File: config.mk
export PLATFORM = sky130hd
export DESIGN_NAME = qerm_top
export DESIGN_NICKNAME = d
export VERILOG_FILES = /design/src/core/qerm_pkg.sv /design/src/core/qerm_starve_mem.sv /design/src/core/qerm_top.sv
export SDC_FILE = /design/constraint.sdc
export NUM_CORES = 2
export LEC_CHECK = 0
export BUFFER_PORTS_ARGS = -buffer_cell sky130_fd_sc_hd__buf_2
export CORE_AREA = 2 2 706 708
export CTS_CLUSTER_DIAMETER = 80
export DETAILED_ROUTE_END_ITERATION = 8
export DIE_AREA = 0 0 708 710
export GPL_ROUTABILITY_DRIVEN = 0
export PLACE_DENSITY_LB_ADDON = 0.2
export SLEW_MARGIN = 0
export SYNTH_ARGS = -nofsm -noshare
export SYNTH_HDL_FRONTEND = slang
export SYNTH_HIERARCHICAL = 1
export SYNTH_SLANG_ARGS = --single-unit
File: constraint.sdc
create_clock -name clk -period 40.6 [get_ports clk]
set_input_delay 12.18 -clock clk [delete_from_list [all_inputs] [get_ports clk]]
set_output_delay 12.18 -clock clk [all_outputs]
set_load 0.1 [all_outputs]
File: src/core/qerm_pkg.sv
// Package of constants and carrier types for the queue event routing map.
package qerm_pkg;
    localparam int QERM_STARVE_BASE = 8928;
    localparam int QERM_STARVE_NUM = 64;
    localparam int QERM_HP2_BASE = 8896;
    localparam int QERM_HP_NUM = 32;
    localparam int QERM_LP_BLOCK = 32;
    localparam int QERM_LP_NUM = 16;
    localparam int QERM_LP_EVENT_BASE = 32;
    localparam int QERM_HP_EVENT_BASE = 48;
    localparam int QERM_HPX_EVENT_BASE = 102;
    localparam int QERM_HP_SUGGEST_BASE = 704;
    localparam int QERM_QP4_FIRST_Q = 662;
    localparam int QERM_QP4_FIRST_IN = 134;
    localparam int QERM_QP4_LAST_Q = 671;
    localparam int QERM_QP4_LAST_IN = 175;
    localparam int QERM_QP8_C0_FIRST_Q = 652;
    localparam int QERM_QP8_C1_FIRST_Q = 658;
    localparam int QERM_DMA2_FIRST_Q = 8992;
    localparam int QERM_DMA2_NUM = 32;
    localparam int QERM_LINK2_FIRST_Q = 8864;
    localparam int QERM_LINK2_NUM = 16;
    localparam int QERM_GP_FIRST_Q = 9024;
    localparam int QERM_GP_LAST_Q = 16383;
    localparam int QERM_QPEND_NUM = 20;
    localparam int QERM_QPEND_BASE_Q = 652;
    localparam int QERM_CNT_W = 16;
    localparam logic [15:0] QERM_CNT_RST = 16'h0000;
    localparam int QERM_CORE_EVENTS = 128;
    localparam int QERM_CTRL_INPUTS = 256;

    typedef enum logic [1:0] {
        QERM_VAR_FOUR = 2'b00,
        QERM_VAR_TWO = 2'b01,
        QERM_VAR_EIGHT = 2'b11
    } qerm_variant_t;

    typedef struct packed {
        logic valid;
        logic [5:0] index;
    } qerm_starve_req_t;

    typedef struct packed {
        logic valid;
        logic [15:0] count;
    } qerm_starve_rsp_t;
endpackage : qerm_pkg

File: src/core/qerm_starve_mem.sv
// Starvation counter memory: per-queue counters with read-and-clear.
`timescale 1ns/1ps
`default_nettype none
module qerm_starve_mem #(
    parameter int DEPTH = 64,
    parameter int CW = 16
) (
    input wire logic clk,
    input wire logic sys_rst,
    input wire logic [DEPTH-1:0] pop_empty,
    input wire logic rd_en,
    input wire logic [$clog2(DEPTH)-1:0] rd_idx,
    output logic [CW-1:0] rd_data,
    output logic rd_valid
);
    import qerm_pkg::*;
    logic [CW-1:0] cnt_r [DEPTH];

    genvar g;
    generate
        for (g = 0; g < DEPTH; g++) begin : g_cnt
            logic clr;
            assign clr = rd_en && (rd_idx == ($clog2(DEPTH))'(g));
            // count and clear
            // A pop in the read cycle is kept: it lands as a count of one.
            always_ff @(posedge clk or posedge sys_rst) begin
                if (sys_rst) begin
                    cnt_r[g] <= CW'(QERM_CNT_RST);
                end else if (clr) begin
                    cnt_r[g] <= pop_empty[g] ? CW'(1) : '0;
                end else if (pop_empty[g] && cnt_r[g] != '1) begin
                    cnt_r[g] <= cnt_r[g] + CW'(1);
                end
            end
        end
    endgenerate

    always_ff @(posedge clk or posedge sys_rst) begin
        if (sys_rst) begin
            rd_data <= '0;
            rd_valid <= 1'b0;
        end else begin
            rd_valid <= rd_en;
            if (rd_en) begin
                rd_data <= cnt_r[rd_idx];
            end
        end
    end
endmodule : qerm_starve_mem
`default_nettype wire

File: src/core/qerm_top.sv
// Fixed routing of queue manager queues onto interrupt and core event lines.
`timescale 1ns/1ps
`default_nettype none
module qerm_top #(
    parameter int NCORE = 8,
    parameter qerm_pkg::qerm_variant_t VARIANT = qerm_pkg::QERM_VAR_FOUR
) (
    input wire logic clk,
    input wire logic sys_rst,
    input wire logic [qerm_pkg::QERM_HP_NUM-1:0] high_prio_accum_irq,
    input wire logic [qerm_pkg::QERM_HP_NUM-1:0] high_prio_accum_irq_qm2,
    input wire logic [qerm_pkg::QERM_LP_NUM-1:0] low_prio_accum_irq,
    input wire logic [qerm_pkg::QERM_QPEND_NUM-1:0] queue_nonempty,
    input wire logic [qerm_pkg::QERM_DMA2_NUM-1:0] dma2_queue_nonempty,
    input wire logic [qerm_pkg::QERM_LINK2_NUM-1:0] link2_queue_nonempty,
    input wire logic [qerm_pkg::QERM_STARVE_NUM-1:0] starve_pop_empty,
    input wire qerm_pkg::qerm_starve_req_t starve_req,
    output qerm_pkg::qerm_starve_rsp_t starve_rsp,
    output logic [NCORE-1:0][qerm_pkg::QERM_CORE_EVENTS-1:0] core_event,
    output logic [qerm_pkg::QERM_CTRL_INPUTS-1:0] first_chip_irq_controller,
    output logic [qerm_pkg::QERM_CTRL_INPUTS-1:0] second_chip_irq_controller,
    output logic [qerm_pkg::QERM_DMA2_NUM-1:0] second_infra_packet_dma_txq_pend,
    output logic [qerm_pkg::QERM_LINK2_NUM-1:0] second_link_queue_pending_line
);
    import qerm_pkg::*;

    // Pins from the queue manager arrive on the same clock, so no synchroniser.
    logic [NCORE-1:0][QERM_CORE_EVENTS-1:0] ev_nxt;
    logic [QERM_CTRL_INPUTS-1:0] c0_nxt;
    logic [QERM_CTRL_INPUTS-1:0] c1_nxt;
    logic [15:0] c8_in [14];
    logic [15:0] rd_cnt;
    logic rd_vld;

    // Controller input numbers shared by both controllers in the eight-core wiring.
    assign c8_in[0] = 16'h002f;
    assign c8_in[1] = 16'h005b;
    assign c8_in[2] = 16'h005d;
    assign c8_in[3] = 16'h005f;
    assign c8_in[4] = 16'h0061;
    generate
        for (genvar i = 5; i < 14; i++) begin : g_c8
            assign c8_in[i] = 16'(151 + i - 5);
        end
    endgenerate

    always_comb begin
        ev_nxt = '0;
        for (int n = 0; n < NCORE; n++) begin
            for (int c = 0; c < QERM_LP_NUM; c++) begin
                ev_nxt[n][QERM_LP_EVENT_BASE + c] = low_prio_accum_irq[c];
            end
            if (VARIANT == QERM_VAR_EIGHT) begin
                for (int k = 0; k < 4; k++) begin
                    if (n + 8 * k < QERM_HP_NUM) begin
                        ev_nxt[n][QERM_HP_EVENT_BASE + k] = high_prio_accum_irq[n + 8 * k];
                        ev_nxt[n][QERM_HP_EVENT_BASE + 4 + k] = high_prio_accum_irq_qm2[n + 8 * k];
                    end
                end
            end else if (n < 4) begin
                for (int k = 0; k < 8; k++) begin
                    ev_nxt[n][QERM_HP_EVENT_BASE + k] = high_prio_accum_irq[n + 4 * k];
                end
                if (VARIANT == QERM_VAR_TWO && n < 2) begin
                    for (int k = 0; k < 8; k++) begin
                        ev_nxt[n][QERM_HPX_EVENT_BASE + k] = high_prio_accum_irq[n + 2 + 4 * k];
                    end
                end
            end
        end
    end

    always_ff @(posedge clk or posedge sys_rst) begin
        if (sys_rst) begin
            core_event <= '0;
        end else begin
            core_event <= ev_nxt;
        end
    end

    always_comb begin
        c0_nxt = '0;
        c1_nxt = '0;
        if (VARIANT == QERM_VAR_EIGHT) begin
            for (int i = 0; i < 14; i++) begin
                c0_nxt[c8_in[i][7:0]] = queue_nonempty[QERM_QP8_C0_FIRST_Q - QERM_QPEND_BASE_Q + i];
                c1_nxt[c8_in[i][7:0]] = queue_nonempty[QERM_QP8_C1_FIRST_Q - QERM_QPEND_BASE_Q + i];
            end
        end else begin
            for (int i = 0; i < QERM_QP4_LAST_Q - QERM_QP4_FIRST_Q; i++) begin
                c0_nxt[QERM_QP4_FIRST_IN + i] = queue_nonempty[QERM_QP4_FIRST_Q - QERM_QPEND_BASE_Q + i];
            end
            c0_nxt[QERM_QP4_LAST_IN] = queue_nonempty[QERM_QP4_LAST_Q - QERM_QPEND_BASE_Q];
        end
    end

    always_ff @(posedge clk or posedge sys_rst) begin
        if (sys_rst) begin
            first_chip_irq_controller <= '0;
            second_chip_irq_controller <= '0;
        end else begin
            first_chip_irq_controller <= c0_nxt;
            second_chip_irq_controller <= c1_nxt;
        end
    end

    always_ff @(posedge clk or posedge sys_rst) begin
        if (sys_rst) begin
            second_infra_packet_dma_txq_pend <= '0;
            second_link_queue_pending_line <= '0;
        end else begin
            second_infra_packet_dma_txq_pend <= dma2_queue_nonempty;
            second_link_queue_pending_line <= link2_queue_nonempty;
        end
    end

    qerm_starve_mem #(
        .DEPTH(QERM_STARVE_NUM),
        .CW(QERM_CNT_W)
    ) u_starve (
        .clk(clk),
        .sys_rst(sys_rst),
        .pop_empty(starve_pop_empty),
        .rd_en(starve_req.valid),
        .rd_idx(starve_req.index),
        .rd_data(rd_cnt),
        .rd_valid(rd_vld)
    );

    always_comb begin
        starve_rsp.valid = rd_vld;
        starve_rsp.count = rd_cnt;
    end
endmodule : qerm_top
`default_nettype wire

==> metrics.yaml <==
ys_ff_latch: 1147
max-cap-violations: 0
p_comb_share_pct: 29.4
critical_path_class: "in2async"
syn_to_final_growth_pct: 11.5
setup_violations: 0
yosys_warnings: 6
route.detailed.drc: 0
worstSetupEndpointType: "asynchronous set/reset pin"
postLayoutSetupSlackWorst_ns: 24.06
vias: 58400
max_freq_ghz: 0.0605
rsz0062_at_grt: "no"
routedWlPerCell_um: 18.0
met3_usage_pct: 1.55
dieArea_um2: 503000
synthFlopType: "dfrtp_1"
portBuffers: 413
power_leakage_uw: 0.0364
num_rows: 259
die_y_um: 710
pwr-share-seq_pct: 37.2
fp.dieW_um: 708
htree_levels: 4
period_minus_slack_ns: 16.54
postCtsSetupBuffers: 0
cts_resized: 0
numCtsBuffers: 155
dp_slack_ns: 22.75
insertion_delay_ns: 0.84
overflow: 0
grt_pass1_vias: 54300
grt.busiest_layer: "met2"
cts_tree: "built"
fin_nets: 8737
synthCells: 8201
synthArstFlopShare_pct: 100
final.setup_skew_ns: 0.0487
p_int_uw: 2520
clk_path_buf_depth: 4
clock_sinks: 1147
dr.pass1.iters: 5
fin_util_pct: 17.5
regArea_um2: 28700
irDropWorstVdd_mv: 0.0338
cp_data_required_time_ns: 41.51
dp_hpwl_um: 205000
cts-root-buf: "clkbuf_16"
switching_share_pct: 43.0
tns_ns: 0
ant_nets: 0
fin_crit_sh_pct: 40.7
coreArea_um2: 495000
slew_viol_final: 0
cellPowerDensity_nw_per_um2: 51.0
status: "completed"
track_usage_pct: 10.3
clkPwrFrac_pct: 33.4
worstPathArrival_ns: 17.45
p_sw_uw: 1900
syn_area_um2: 77700
grt_pass1_wl_um: 391000
postRouteWirelength_um: 271000
multi_input_area_um2: 41100
routed_via_density: 3.87
initial_core_util_pct: 15.7
fillers: 55200
antenna_found_initial: 62
clkSlewWorstSetupHoldPaths_ns: 0.06
grt_start_max_net_pins: 142
maxSlewHeadroom_pct: 17.7
drive_above_1_share_pct: 12.3
drt_iter0_drc: 3717
hold_viol: 0
pin_count: 1822
met2_usage_pct: 16.3
hold_path.class: "reg2reg"
avgSynthCellArea_um2: 9.48
synth_edf_count: 0
start_kind: "input pin"
holdBufCountCts: 0
yosysUniqueCellTypes: 105
worst_pin_slew_ns: 1.23
met1_usage_pct: 14.5
worstPathMaxFanout: 138
synth_seq_area_share_pct: 36.9
## cell usage after synthesis (11+ instances only)
library cell  number  area (um^2)
buf_4           1502        11300
dfrtp_1         1147        28700
nor2_1           811         3040
nand2_1          446         1670
xor2_1           382         3350
nand3_1          312         1560
a21oi_1          293         1470
o21ai_0          275         1380
nand4_1          229         1430
xnor2_1          225         1970
mux4_2           198         4460
mux2i_1          179         1790
and3_1           174         1090
o211ai_1         167         1250
or3_1            167         1040
and4_1           165         1450
clkbuf_1         150          563
o2111ai_1        114          998
inv_1            111          417
buf_2            107          536
nor3_1           107          536
and2_1            93          582
or4_1             79          593
o31ai_1           72          541
ha_1              64          801
nor4_1            52          325
a22oi_1           46          345
a211oi_1          45          338
o22ai_1           45          282
nand3b_1          32          240
a31oi_1           22          138
nor3b_1           22          165
mux2_2            19          214
nand2b_1          19          119
o311ai_0          19          166
or2_2             19          119
a311oi_1          18          158
nor2b_1           18          113
nor4b_1           17          149
buf_6             13          146
nor4bb_1          12          120
o21a_1            11         82.6
## path summary, 6_finish.rpt
| path | startpoint | depth (start not counted) | slack, ns | endpoint |
|---|---|---|---|---|
| worst min-delay path | u_starve/rd_data[14]$_DFFE_PP0P_ | 2 | 0.55 | u_starve/rd_data[14]$_DFFE_PP0P_ |
| worst max-delay path | sys_rst | 8 | 24.06 | u_starve/cnt_r[50]$_DFFE_PP0P_ |
| min in group asynchronous | sys_rst | 2 | 11.51 | first_chip_irq_controller[134]$_DFF_PP0_ |
| worst max register to register | u_starve/cnt_r[833]$_DFFE_PP0P_ | 5 | 37.74 | u_starve/rd_data[1]$_DFFE_PP0P_ |
| max in group clk | starve_req[2] | 9 | 24.35 | u_starve/rd_data[3]$_DFFE_PP0P_ |
| worst min register to register | u_starve/rd_data[14]$_DFFE_PP0P_ | 2 | 0.55 | u_starve/rd_data[14]$_DFFE_PP0P_ |
## flip-flops by register name, indices dropped and copies added, names as in the netlist
name and flops:
core_event 48, first_chip_irq_controller 10, u_starve/rd_data 16, second_link_queue_pending_line 16, u_starve/rd_valid 1, second_infra_packet_dma_txq_pend 32, u_starve/cnt_r 1024
## placed cells by master (no fill, tap or decap), drive strengths merged, types with 22 or more instances in the layout
master	netlist	routed
nor4	55	55
buf	1632	512
nor2	821	821
or3	167	167
xor2	382	382
nand4	230	230
a21oi	293	293
and3	174	174
o2111ai	115	115
o21ai	287	287
nand2	447	447
or4	79	79
o22ai	45	45
o31ai	72	72
a31oi	22	22
conb	1	1366
or2	22	22
nor3b	22	22
nand3b	32	32
nor3	115	115
mux2i	179	179
mux4	207	207
xnor2	225	225
and2	101	101
nand3	313	313
a211oi	45	45
and4	165	165
a22oi	46	46
inv	111	114
dfrtp	1147	1147
clkbuf	151	222
o211ai	169	169
ha	64	64
## per-stage QoR
stage | hold WS, ns | total power (uW) | std cells | cell area [um^2]
6_report | 0.549 | 4420 | 15100 | 86700
5_1_grt | 0.570 | 4650 | 15100 | 86700
4_1_cts | 0.546 | 4490 | 15100 | 86600
3_5_place_dp | 0.532 | 2970 | 14800 | 81300
3_3_place_gp | 0.532 | 2970 | 14800 | 81300
2_1_floorplan | 0.460 | 2750 | 9566 | 82800
## layout make-up
| type | instances | area share, % |
|---|---|---|
| Antenna cell | 9 | 0.0260 |
| Inverter | 111 | 0.488 |
| Clock inverter | 45 | 0.833 |
| Tap cell | 6525 | 9.42 |
| Timing Repair Buffer | 512 | 3.35 |
| Sequential cell | 1147 | 33.1 |
| Clock buffer | 222 | 5.30 |
| Multi-Input combinational cell | 6525 | 47.5 |
## power groups by stage
stage          combinational [uW]  sequential, uW  clock, uW
2_1_floorplan                1170            1580          0
5_1_grt                      1390            1680       1580
3_5_place_dp                 1300            1660          0
3_3_place_gp                 1300            1670          0
4_1_cts                      1310            1650       1540
6_report                     1300            1650       1480
## worst max-delay path, cell delays in order
cell and delay [ns]:
buf_2 0.16, clkinvlp_4 0.54, buf_4 0.77, buf_12 0.63, buf_4 0.74, buf_4 0.68
buf_4 0.81, buf_4 0.60
## cells by family (layout without fill, tap and decap cells)
logic type	after synthesis	in the layout	share of synthesized area [%]
flip-flops	1147	1147	36.9
AO/OA/AOI/OAI	1247	1247	10.6
XOR/XNOR	607	607	6.84
adder cells (fa/ha/maj)	64	64	1.03
multiplexers	405	405	8.62
AND/OR/NAND/NOR	2836	2836	19.2
buffers and inverters	1894	890	16.8
other	1	1375	0.00482
## layer usage
layer / vias up / share of wire (%)
met5: - / 0.047
met4: 20 / 2.4
met3: 342 / 4.8
met2: 1623 / 46
met1: 29100 / 47
li1: 27300 / -
Power figures use the tool's default switching activity.
